$ cat src/verilog/aps_pkg.sv
/*
  Constants for the amplifier protection supervisor.
  Assumes a 125 MHz system clock and a 320 kHz nominal carrier.
*/
package aps_pkg;
  // Clock and carrier rates
  localparam int CLK_KHZ = 125000;
  localparam int NOM_KHZ = 320;
  localparam int MIN_KHZ = 300;
  localparam int MAX_KHZ = 500;
  // Divider limits: slowest carrier rounds down, fastest rounds up
  localparam logic [8:0] DIV_NOM = 9'(CLK_KHZ / NOM_KHZ);
  localparam logic [8:0] DIV_MAX = 9'(CLK_KHZ / MIN_KHZ);
  localparam logic [8:0] DIV_MIN = 9'((CLK_KHZ + MAX_KHZ - 1) / MAX_KHZ);
  // Restart delay counted in carrier periods
  localparam int RESTART_MS = 100;
  localparam logic [15:0] RESTART_TICKS = 16'(RESTART_MS * NOM_KHZ);
  // Gain foldback step period in carrier periods, and deepest step
  localparam logic [7:0] GAIN_STEP_TICKS = 8'h40;
  localparam logic [3:0] GAIN_MAX = 4'hF;
  // Register byte offsets
  localparam logic [3:0] ADDR_DIV  = 4'h0;
  localparam logic [3:0] ADDR_STAT = 4'h4;
  localparam logic [3:0] ADDR_IRQ  = 4'h8;
  localparam logic [3:0] ADDR_MASK = 4'hC;
  // Reset values
  localparam logic [7:0] MASK_RST = 8'h00;
  localparam logic [7:0] IRQ_RST  = 8'h00;
  // Event bit positions
  localparam int EV_OTP   = 0;
  localparam int EV_CLAMP = 1;
  localparam int EV_SLOAD = 2;
  localparam int EV_SSUP  = 3;
  localparam int EV_UV    = 4;
  localparam int EV_OV    = 5;
  localparam int EV_UNBAL = 6;
  localparam int EV_EXT   = 7;
  localparam int NEV      = 8;
  // Operating modes
  typedef enum logic [4:0] {
    MD_SLEEP = 5'h01,
    MD_START = 5'h02,
    MD_MUTE  = 5'h04,
    MD_OPER  = 5'h08,
    MD_FAULT = 5'h10
  } aps_mode_t;
endpackage : aps_pkg

$ cat src/verilog/aps_top.sv
/*
  Fault and restart supervisor of a class-D power amplifier, with carrier
  master/slave selection and a small register port.
  Assumes comparator outputs and pins arrive asynchronously; the fault pin
  and carrier sync pin are resolved outside from output enables.
*/
// How it works
// Overtemperature disables power stage at once
// Foldback steps gain down, stays operational
// Overcurrent clamps current, outputs keep switching
// Load short: off, retry every 100 ms
// Supply short: window check, 100 ms after clear
// Start-up halts while outputs read shorted
// Undervoltage shuts down, restarts after 100 ms
// Overvoltage disables stages, restarts after 100 ms
// Unbalance trips, releases within 6 percent
// Retry class versus removal class restart
// Any protection but foldback pulls pin low
// External low on fault pin forces Fault
// Rate-set strap selects carrier master or slave
// Carrier settable 300 to 500 kHz, 320 nominal
// One master per system, others slaves
// Wake and unmute select the mode
// Mute: 50 percent switching, inputs disabled
// Restart delay counted in carrier periods
// Restart only when every fault allows it
`timescale 1ns/1ps
module aps_top
  import aps_pkg::*;
#(
  parameter logic [15:0] RESTART_TICKS_P = RESTART_TICKS
) (
  // Clock and reset
  input  wire logic        CLK_I,
  input  wire logic        RESETN_I,
  // Mode pins
  input  wire logic        WAKE_I,
  input  wire logic        UNMUTE_I,
  // Protection comparators
  input  wire logic        TFOLD_I,
  input  wire logic        OTEMP_I,
  input  wire logic        OCUR_I,
  input  wire logic        SHORT_LOAD_I,
  input  wire logic        SHORT_SUP_I,
  input  wire logic        WIN_SHORT_I,
  input  wire logic        UV_I,
  input  wire logic        OV_I,
  input  wire logic        UNBAL_I,
  input  wire logic        UNBAL_REL_I,
  // Open-drain fault pin
  input  wire logic        FAULT_PIN_I,
  output logic             FAULT_PIN_O,
  output logic             FAULT_PIN_OEN_O,
  // Carrier strap and sync pin
  input  wire logic        RATE_SHORT_I,
  input  wire logic        SYNC_I,
  output logic             SYNC_O,
  output logic             SYNC_OEN_O,
  // Power stage control
  output logic             STAGE_EN_O,
  output logic             INPUT_EN_O,
  output logic             CUR_CLAMP_O,
  output logic [3:0]       GAIN_RED_O,
  output logic [4:0]       MODE_O,
  // Register port
  input  wire logic [3:0]  ADDR_I,
  input  wire logic [31:0] WDATA_I,
  input  wire logic        WR_I,
  input  wire logic        RD_I,
  output logic [31:0]      RDATA_O,
  output logic             IRQ_O
);
  ////////////////////////////////////////////////////////////////////////
  // Reset release and pin synchronisers
  logic [1:0]  rst_q;
  logic        rst_n;
  logic [14:0] s1_q;
  logic [14:0] s2_q;
  logic        sync3_q;

  always_ff @(posedge CLK_I or negedge RESETN_I) begin
    if (!RESETN_I) rst_q <= 2'h0;
    else rst_q <= {rst_q[0], 1'b1};
  end
  assign rst_n = rst_q[1];

  // No reset here so the strap is valid when the reset copy releases
  always_ff @(posedge CLK_I) begin
    s1_q    <= {SYNC_I, RATE_SHORT_I, FAULT_PIN_I, UNBAL_REL_I, UNBAL_I,
                OV_I, UV_I, WIN_SHORT_I, SHORT_SUP_I, SHORT_LOAD_I, OCUR_I,
                OTEMP_I, TFOLD_I, UNMUTE_I, WAKE_I};
    s2_q    <= s1_q;
    sync3_q <= s2_q[14];
  end

  wire wake     = s2_q[0];
  wire unmute   = s2_q[1];
  wire tfold    = s2_q[2];
  wire otemp    = s2_q[3];
  wire ocur     = s2_q[4];
  wire sload    = s2_q[5];
  wire ssup     = s2_q[6];
  wire win_shrt = s2_q[7];
  wire uv       = s2_q[8];
  wire ov       = s2_q[9];
  wire unbal    = s2_q[10];
  wire unb_rel  = s2_q[11];
  wire fpin     = s2_q[12];
  wire rate_sh  = s2_q[13];
  wire sync_in  = s2_q[14];

  ////////////////////////////////////////////////////////////////////////
  // Carrier: local divider as master, sync pin edges as slave
  logic       strap_q;
  logic       master_q;
  logic [8:0] div_q;
  logic [8:0] ccnt_q;
  logic       sync_out_q;

  // Greater-or-equal so a smaller divider written mid-period cannot
  // send the counter round the full 9-bit range before the next tick
  wire       ccnt_end = (ccnt_q >= div_q - 9'h001);
  wire       tick = master_q ? ccnt_end : (sync_in & ~sync3_q);
  wire       wr_div = WR_I && (ADDR_I == ADDR_DIV);
  wire [8:0] div_w = WDATA_I[8:0] < DIV_MIN ? DIV_MIN :
                     WDATA_I[8:0] > DIV_MAX ? DIV_MAX : WDATA_I[8:0];

  always_ff @(posedge CLK_I or negedge rst_n) begin
    if (!rst_n) begin
      strap_q    <= 1'b0;
      master_q   <= 1'b1;
      div_q      <= DIV_NOM;
      ccnt_q     <= 9'h000;
      sync_out_q <= 1'b0;
    end else begin
      strap_q <= 1'b1;
      if (!strap_q) master_q <= ~rate_sh;
      if (wr_div) div_q <= div_w;
      ccnt_q     <= ccnt_end ? 9'h000 : ccnt_q + 9'h001;
      sync_out_q <= ccnt_q < {1'b0, div_q[8:1]};
    end
  end

  ////////////////////////////////////////////////////////////////////////
  // Fault conditions
  aps_mode_t   mode_q;
  aps_mode_t   mode_d;
  logic        sl_q;
  logic        ss_q;
  logic        ub_q;
  logic        wchk_q;
  logic        drv_q;
  logic [2:0]  hist_q;
  logic [15:0] rcnt_q;

  wire run   = (mode_q == MD_MUTE) || (mode_q == MD_OPER);
  // Our own pull-down echoes back through the synchroniser for a while
  wire ext   = ~fpin & ~drv_q & ~|hist_q;
  wire retry = otemp | uv | ov | ub_q | ext;
  wire trip  = retry | sload | ssup;
  wire clamp = run & ocur;
  wire expd  = tick && (rcnt_q == RESTART_TICKS_P - 16'h0001);
  wire wopen = ~win_shrt;
  wire prot  = otemp | uv | ov | ub_q | sl_q | ss_q | clamp |
               (win_shrt & (mode_q == MD_START));

  always_comb begin
    mode_d = mode_q;
    case (mode_q)
      MD_SLEEP: if (wake) mode_d = MD_START;
      MD_START: begin
        if (!wake) mode_d = MD_SLEEP;
        else if (retry) mode_d = MD_FAULT;
        else if (wopen && (!wchk_q || expd))
          mode_d = unmute ? MD_OPER : MD_MUTE;
      end
      MD_MUTE, MD_OPER: begin
        if (!wake) mode_d = MD_SLEEP;
        else if (trip) mode_d = MD_FAULT;
        else mode_d = unmute ? MD_OPER : MD_MUTE;
      end
      MD_FAULT: begin
        if (!wake) mode_d = MD_SLEEP;
        else if (expd && !retry) mode_d = MD_START;
      end
      default: mode_d = MD_SLEEP;
    endcase
  end

  always_ff @(posedge CLK_I or negedge rst_n) begin
    if (!rst_n) begin
      mode_q <= MD_SLEEP;
      sl_q   <= 1'b0;
      ss_q   <= 1'b0;
      ub_q   <= 1'b0;
      wchk_q <= 1'b0;
      drv_q  <= 1'b0;
      hist_q <= 3'h0;
      rcnt_q <= 16'h0000;
    end else begin
      mode_q <= mode_d;
      // Latched shorts end at the restart point; a new hit wins
      if (run && sload) sl_q <= 1'b1;
      else if (expd || mode_q == MD_SLEEP) sl_q <= 1'b0;
      if (run && ssup) ss_q <= 1'b1;
      else if (expd || mode_q == MD_SLEEP) ss_q <= 1'b0;
      if (unbal) ub_q <= 1'b1;
      else if (unb_rel) ub_q <= 1'b0;
      if (mode_q == MD_FAULT && expd && ss_q) wchk_q <= 1'b1;
      else if (mode_q != MD_START) wchk_q <= 1'b0;
      drv_q  <= prot;
      hist_q <= {hist_q[1:0], drv_q};
      // Retry timer free-runs in Fault; in start-up it waits for open
      if (!(mode_q == MD_FAULT || mode_q == MD_START) ||
          (mode_q == MD_START && win_shrt))
        rcnt_q <= 16'h0000;
      else if (tick) rcnt_q <= expd ? 16'h0000 : rcnt_q + 16'h0001;
    end
  end

  ////////////////////////////////////////////////////////////////////////
  // Thermal gain foldback
  logic [3:0] gain_q;
  logic [7:0] gcnt_q;
  wire        gstep = tick && (gcnt_q == GAIN_STEP_TICKS - 8'h01);

  always_ff @(posedge CLK_I or negedge rst_n) begin
    if (!rst_n) begin
      gain_q <= 4'h0;
      gcnt_q <= 8'h00;
    end else begin
      if (tick) gcnt_q <= gstep ? 8'h00 : gcnt_q + 8'h01;
      if (gstep && tfold && gain_q != GAIN_MAX) gain_q <= gain_q + 4'h1;
      else if (gstep && !tfold && gain_q != 4'h0)
        gain_q <= gain_q - 4'h1;
    end
  end

  ////////////////////////////////////////////////////////////////////////
  // Registers and interrupt
  logic [NEV-1:0] ev_prev_q;
  logic [NEV-1:0] irq_q;
  logic [NEV-1:0] mask_q;
  logic [31:0]    rdata_q;

  wire [NEV-1:0] ev = {ext, ub_q, ov, uv, ss_q, sl_q, clamp, otemp};
  wire [NEV-1:0] rise = ev & ~ev_prev_q;
  wire wr_irq  = WR_I && (ADDR_I == ADDR_IRQ);
  wire wr_mask = WR_I && (ADDR_I == ADDR_MASK);
  wire [NEV-1:0] w1c = wr_irq ? WDATA_I[NEV-1:0] : {NEV{1'b0}};
  wire [31:0] stat = {19'h00000, ext, drv_q, STAGE_EN_O, gain_q,
                      master_q, mode_q};
  wire [31:0] rd_val;
  assign rd_val = (ADDR_I == ADDR_DIV)  ? {23'h000000, div_q} :
                  (ADDR_I == ADDR_STAT) ? stat :
                  (ADDR_I == ADDR_IRQ)  ? {24'h000000, irq_q} :
                  (ADDR_I == ADDR_MASK) ? {24'h000000, mask_q} :
                  32'h00000000;

  always_ff @(posedge CLK_I or negedge rst_n) begin
    if (!rst_n) begin
      ev_prev_q <= {NEV{1'b0}};
      irq_q     <= IRQ_RST;
      mask_q    <= MASK_RST;
      rdata_q   <= 32'h00000000;
    end else begin
      ev_prev_q <= ev;
      irq_q     <= (irq_q & ~w1c) | rise;   // Set wins over clear
      if (wr_mask) mask_q <= WDATA_I[NEV-1:0];
      rdata_q   <= RD_I ? rd_val : 32'h00000000;
    end
  end

  ////////////////////////////////////////////////////////////////////////
  // Outputs
  assign STAGE_EN_O      = run & ~otemp;
  assign INPUT_EN_O      = (mode_q == MD_OPER) & ~otemp;
  assign CUR_CLAMP_O     = clamp & ~otemp;
  assign GAIN_RED_O      = gain_q;
  assign MODE_O          = mode_q;
  assign FAULT_PIN_O     = 1'b0;
  assign FAULT_PIN_OEN_O = ~drv_q;
  assign SYNC_O          = sync_out_q;
  assign SYNC_OEN_O      = ~master_q;
  assign RDATA_O         = rdata_q;
  assign IRQ_O           = |(irq_q & mask_q);
endmodule : aps_top
$ cat config.mk
export PLATFORM = sky130hd
export DESIGN_NAME = aps_top
export DESIGN_NICKNAME = d
export VERILOG_FILES = /design/src/verilog/aps_pkg.sv /design/src/verilog/aps_top.sv
export SDC_FILE = /design/constraint.sdc
export NUM_CORES = 1
export LEC_CHECK = 0
export BUFFER_PORTS_ARGS = -buffer_cell sky130_fd_sc_hd__clkbuf_2
export CAP_MARGIN = 10
export CORE_AREA = 2 2 134 136
export DETAILED_ROUTE_END_ITERATION = 12
export DIE_AREA = 0 0 136 138
export PLACE_DENSITY_LB_ADDON = 0.15
export RECOVER_POWER = 100
export SYNTH_ARGS = -nofsm -noshare
export SYNTH_HDL_FRONTEND = slang
export SYNTH_SLANG_ARGS = --single-unit
$ cat constraint.sdc
create_clock -name CLK_I -period 7 [get_ports CLK_I]
set_clock_uncertainty 0.15 [all_clocks]
set_input_delay 0.7 -clock CLK_I [delete_from_list [all_inputs] [get_ports CLK_I]]
set_output_delay 0.7 -clock CLK_I [all_outputs]
set_load 0.05 [all_outputs]
After elaboration in Yosys (flattened, before gate mapping):

Cells that the tools add are included.

* register bits: 132

* add/sub/neg operators: 6
* magnitude comparators: 4
* equality and inequality tests: 15
* multiplexer cells: 33
* bitwise operators: 31
* reduce and logical (&&, ||, !) cells: 38

Operators with widths (number)
* $mux W16: 3
* $mux W5: 8
* $mux W13: 3
* $mux W8: 4
* $mux W9: 3
* $and A8 B8 Y8: 3
* $pmux W5 S4: 1
* $add A16 B1 Y16 const B: 1
* $eq A16 B15 Y1 const B: 1
* $logic_and A1 B1 Y1: 16
* $not A8 Y8: 2
* $mux W4: 3
* $reduce_bool A2 Y1: 6
* $or A1 B1 Y1: 10
* $add A9 B1 Y9 const B: 1
* $ge A9 B9 Y1: 1
* $gt A9 B9 Y1 const B: 1
* $lt A9 B8 Y1: 1
* $lt A9 B8 Y1 const B: 1
* $sub A9 B1 Y9 const B: 1
* $add A8 B1 Y8 const B: 1
* $and A1 B1 Y1: 8
* $eq A4 B4 Y1 const B: 2
* $eq A8 B6 Y1 const B: 1
* 24 further kinds: 45

Longest topological paths before layout:

* word-level depth: 10
* depth in mapped cells: 17
* depth with buffers taken out: 17

Least setup slack after synthesis:

Ideal clock, no wire load.

* kind: flip-flop to flip-flop
* start point: reg div_q[3]
* end point: reg gain_q[3], in the netlist GAIN_RED_O[3]
* arrival: 3322 ps
* required time: 6707 ps
* setup slack: 3385 ps
* cell stages (with the launch flop): 17
* path buffers: 0
* clock period less this slack: 3615 ps
* cell sequence: dfrtp_1 > nor4_1 > nand2_1 > nor3_1 > xnor2_1 > ha_1 > o21ai_0 > o21ai_2 > o211ai_4 > a21oi_4 > nand4_1 > ha_1 > a21o_1 > a21oi_1 > nor3b_1 > o211ai_1 > xnor2_1

* word-level cells in the longest chain between the ends: 7
* elaborated cells between the ends (all ways): 10

RTL lines
* start, declared: RTL line aps_top.sv:116 `logic [8:0] div_q;`
* start signal, assigned: RTL line aps_top.sv:138 `if (wr_div) div_q <= div_w;`
* $sub A9 B1 Y9 (*): RTL line aps_top.sv:122 `wire ccnt_end = (ccnt_q >= div_q - 9'h001);`
* $ge A9 B9 Y1 (*): RTL line aps_top.sv:122
* $mux W1 (*): RTL line aps_top.sv:123 `wire tick = master_q ? ccnt_end : (sync_in & ~sync3_q);`
* $logic_and A1 B1 Y1 (*): RTL line aps_top.sv:225 `wire gstep = tick && (gcnt_q == GAIN_STEP_TICKS - 8'h01);`
* $logic_and A1 B1 Y1 (on tied branches) (2 in series): RTL line aps_top.sv:233, aps_top.sv:234
* $mux W4 or $reduce_bool A2 Y1 (tied branches)
* end signal, assigned: RTL line aps_top.sv:233 `if (gstep && tfold && gain_q != GAIN_MAX) gain_q <= gain_q + 4'h1;`
* end signal, assigned: RTL line aps_top.sv:235 `gain_q <= gain_q - 4'h1;`
* end, declared: RTL line aps_top.sv:223 `logic [3:0] gain_q;`

Mark *: on every way between the ends. The rest lies on a longest branch, timed or not.
A chain may end at the register's enable or synchronous reset.

Final worst setup path:

Ends and elaborated chain as after synthesis.

==> summary.txt <==
Yosys
  • Top FF cell, synth: dfrtp_1
  • Cells after synthesis: 548
  • Syn Area/Cell: between 10 and 15 µm²
  • Synth top area share: around 40%
  • Top cells by area, synth: dfrtp_1, dfxtp_1, ha_1
  • Largest family of logic cells by synthesized area: simple AND/OR/NAND/NOR gates
  • Post-Synth Adder-Cell Area: under 10%
  • Simple logic cell fraction of the synthesized area: approximately 15%
  • Synthesized-area fraction occupied by xor and xnor cells: around 4.4%
  • Mux share of post-synthesis cell area: approximately 5.2%
  • Post-synthesis compound-gate area fraction: a little under an eighth
  • Asr flop ratio synth: about three quarters
  • Synth top cells by count: dfrtp_1, nand2_1, nor2_1
  • Yosys cell types: slightly above 60
  • Post-synthesis register bit count: ~130
  • Most instantiated library cell after synthesis: dfrtp_1
  • Post-synth EDFFs: 0
  • Synthesized area: 0.00594 mm²
  • Sequential area share after synthesis: 53.1%
  • Yosys Warn Count: 0
  • Leading area contributor after synthesis: dfrtp_1

Route
  • TritonRoute pass-1 iters: 4
  • First-iteration detailed-routing DRC count: between 150 and 200
  • Post-Route WL: approximately 13,000 µm
  • Post-DR vias/cell: roughly 5
  • Routed vias: about 4,200
  • DRT antenna net count: 0
  • DRC viols: 0
  • WL/cell: between 15 and 20 µm

Floorplanning
  • Die extent in x: approximately 140 µm
  • Core footprint: roughly 0.018 mm²
  • # rows: 49
  • I/O pin cnt: 104
  • Initial cell density of the core: between 30% and 40%
  • Chip height: approximately 140 µm
  • Die area: ~0.019 mm²

Pwr
  • Tot Pwr: around 0.0022 W
  • Worst vdd ir: about 0.00019 V
  • Pwr/cell area: about 320 mW/mm²
  • Leakage: between 3 and 4 nW

Timing
  • Minimum clock period: approximately 4900 ps
  • Final WS setup: 2130 ps
  • Final Cycle Share: between 60 and 70%
  • Final-report hold violation count: 0
  • Max-slew violations: 0
  • Fmax: 205 MHz
  • RSZ-0062 raised after global routing: no
  • Rel. slew slack: 24.9%
  • Worst-margin pin slew: between 1000 and 1500 ps
  • Setup violations, final: 0
  • Setup TNS: 0 ps

Finish
  • Design Area, Final: about 0.0069 mm²
  • Post-route insts no fill: roughly 860
  • Diode count: 0
  • Area growth syn-to-layout: 15.7%
  • Nets: around 690
  • Share of layout cells above drive strength 1: 12.9%

Critical path
  • Max FO, Critical Path: 10
  • Setup CP Type: reg2reg
  • Arr. time, crit path: between 5000 and 6000 ps
  • Critical Path RT: 7150 ps
  • CP Capture Type: flip-flop
  • CP startpoint kind: flip-flop

Global route
  • Largest net degree at the start of global routing: 80
  • Antenna violations before repair: 0
  • Met1 Use GR: 20.1%
  • GR Util met2: between 20% and 30%
  • GRT Max-Usage Layer: met2
  • Grt ovf: 0
  • First-pass GRT wire length: about 22,000 µm
  • GRT Util Overall: between 15 and 20%
  • M3 GR Usage: 3.48%
  • Number of global-route vias before repair: around 4,300

Clocking
  • CTS max path bufs: 2
  • H-tree levels: 4
  • Root Driver: clkbuf_16
  • Total CTS buffers: 17
  • CTS sink count: 132
  • Worst-skew pair later-pin latency: about 420 ps
  • Reg clk slew, reported paths: about 60 ps
  • CTS tree: built

Placed design
  • Placed Cells: 825
  • Placed Area: about 0.0064 mm²
  • Final GP Congestion: 0.805
  • Number of I/O port buffers: 60
  • Post-DP HPWL: between 9000 and 10,000 µm
  • Post-Place Setup Slack: 2840 ps

Min path
  • Min-delay worst type: reg2reg

Run
  • Max_cap viols: 0

Outcome
  • Status: completed
## power breakdown
part,internal (W),total (W),switching [W]
logic,0.000174,0.000441,0.000267
clock network,0.000495,0.000829,0.000333
registers,0.000850,0.000957,0.000107
total,0.00152,0.00223,0.000707
## what timing repair did
action | 4_1_cts | 5_1_grt
hold endpoints to repair | 2 | 0
buffers inserted | 0 | 0
resized for setup | 0 | 0
hold buffers | 1 | 0
setup endpoints to repair | 0 | 0
## logic make-up after synthesis
group	after synthesis
other cells	2
simple gates	178
fa+ha+maj	23
compound gates	99
buf+inv	65
flops	132
xor+xnor	30
mux	19
## path summary, 6_finish.rpt
path / endpoint / startpoint / cells after the start / slack [ps]
hold / removal: s2_q[2] / s1_q[2] / 0 / 170
max in group asynchronous: rcnt_q[5] / rst_q[1] / 1 / 4980
min in group asynchronous: hist_q[1] / rst_q[1] / 0 / 190
setup / recovery: GAIN_RED_O[3] / div_q[3] / 16 / 2130
hold reg to reg: s2_q[2] / s1_q[2] / 0 / 170
setup reg to reg: GAIN_RED_O[3] / div_q[3] / 16 / 2130
## per-stage QoR
stage          utilization, %  hold slack, ps
3_5_place_dp             36.5            61.2
6_report                 39.2             174
3_3_place_gp             36.5            59.7
5_1_grt                  39.2             181
4_1_cts                  39.8            66.9
2_1_floorplan               -             160
## routing by layer
| metal | vias to the layer above | part of all wire, % |
|---|---|---|
| met3 | 25 | 4.3 |
| met5 | - | 0 |
| met1 | 2017 | 47 |
| met2 | 104 | 46 |
| met4 | 0 | 2.9 |
| li1 | 2033 | - |
## worst max-delay path, cell delays in order (launching register included)
cell and delay, ps:
dfrtp_1 440, nor4_1 390, nand2_1 160, nor3_1 200, xnor2_1 90, ha_1 280
o21ai_0 130, o21ai_0 270, o211ai_1 470, a21oi_1 650, nand4_1 300, ha_1 350
a21o_1 160, a21oi_1 170, nor3b_1 230, o211ai_1 140, xnor2_1 160
## flip-flops by register name, indices dropped and copies added, names as in the netlist, 2 cells and up
name,count
rcnt_q,16
s1_q,15
s2_q,15
RDATA_O,13
ccnt_q,9
div_q,9
ev_prev_q,8
gcnt_q,8
irq_q,8
mask_q,8
MODE_O,5
GAIN_RED_O,4
hist_q,3
rst_q,2
## cell usage in the layout (no fill, tap or decap), types with 4 or more instances in the layout
cell,count
dfrtp_1,95
nand2_1,50
nor2_1,44
clkbuf_1,34
inv_1,32
dfxtp_1,31
clkbuf_2,29
o21ai_0,25
xnor2_1,22
ha_1,22
conb_1,22
clkbuf_16,19
nand3_1,17
and3_1,15
nand4_1,12
a21oi_1,12
nor3_1,9
a22oi_1,9
mux4_2,8
xor2_1,8
a21o_1,7
mux2_2,7
or3_1,6
a31oi_1,6
a22o_1,6
a211oi_1,5
a311oi_1,5
clkinv_4,5
dfstp_2,4
o21ai_1,4
o21a_1,4
and4_1,4
nand2b_1,4
## cell type report
cell class	instances	area [µm²]
inverters	32	120
multi-input cells	371	2470
clock buffers	22	487
repair buffers	62	279
well taps	229	287
fillers	1777	10700
clock inverters	10	72.6
flip-flops and latches	132	3160
No activity file was read; power rests on OpenSTA's default activity.
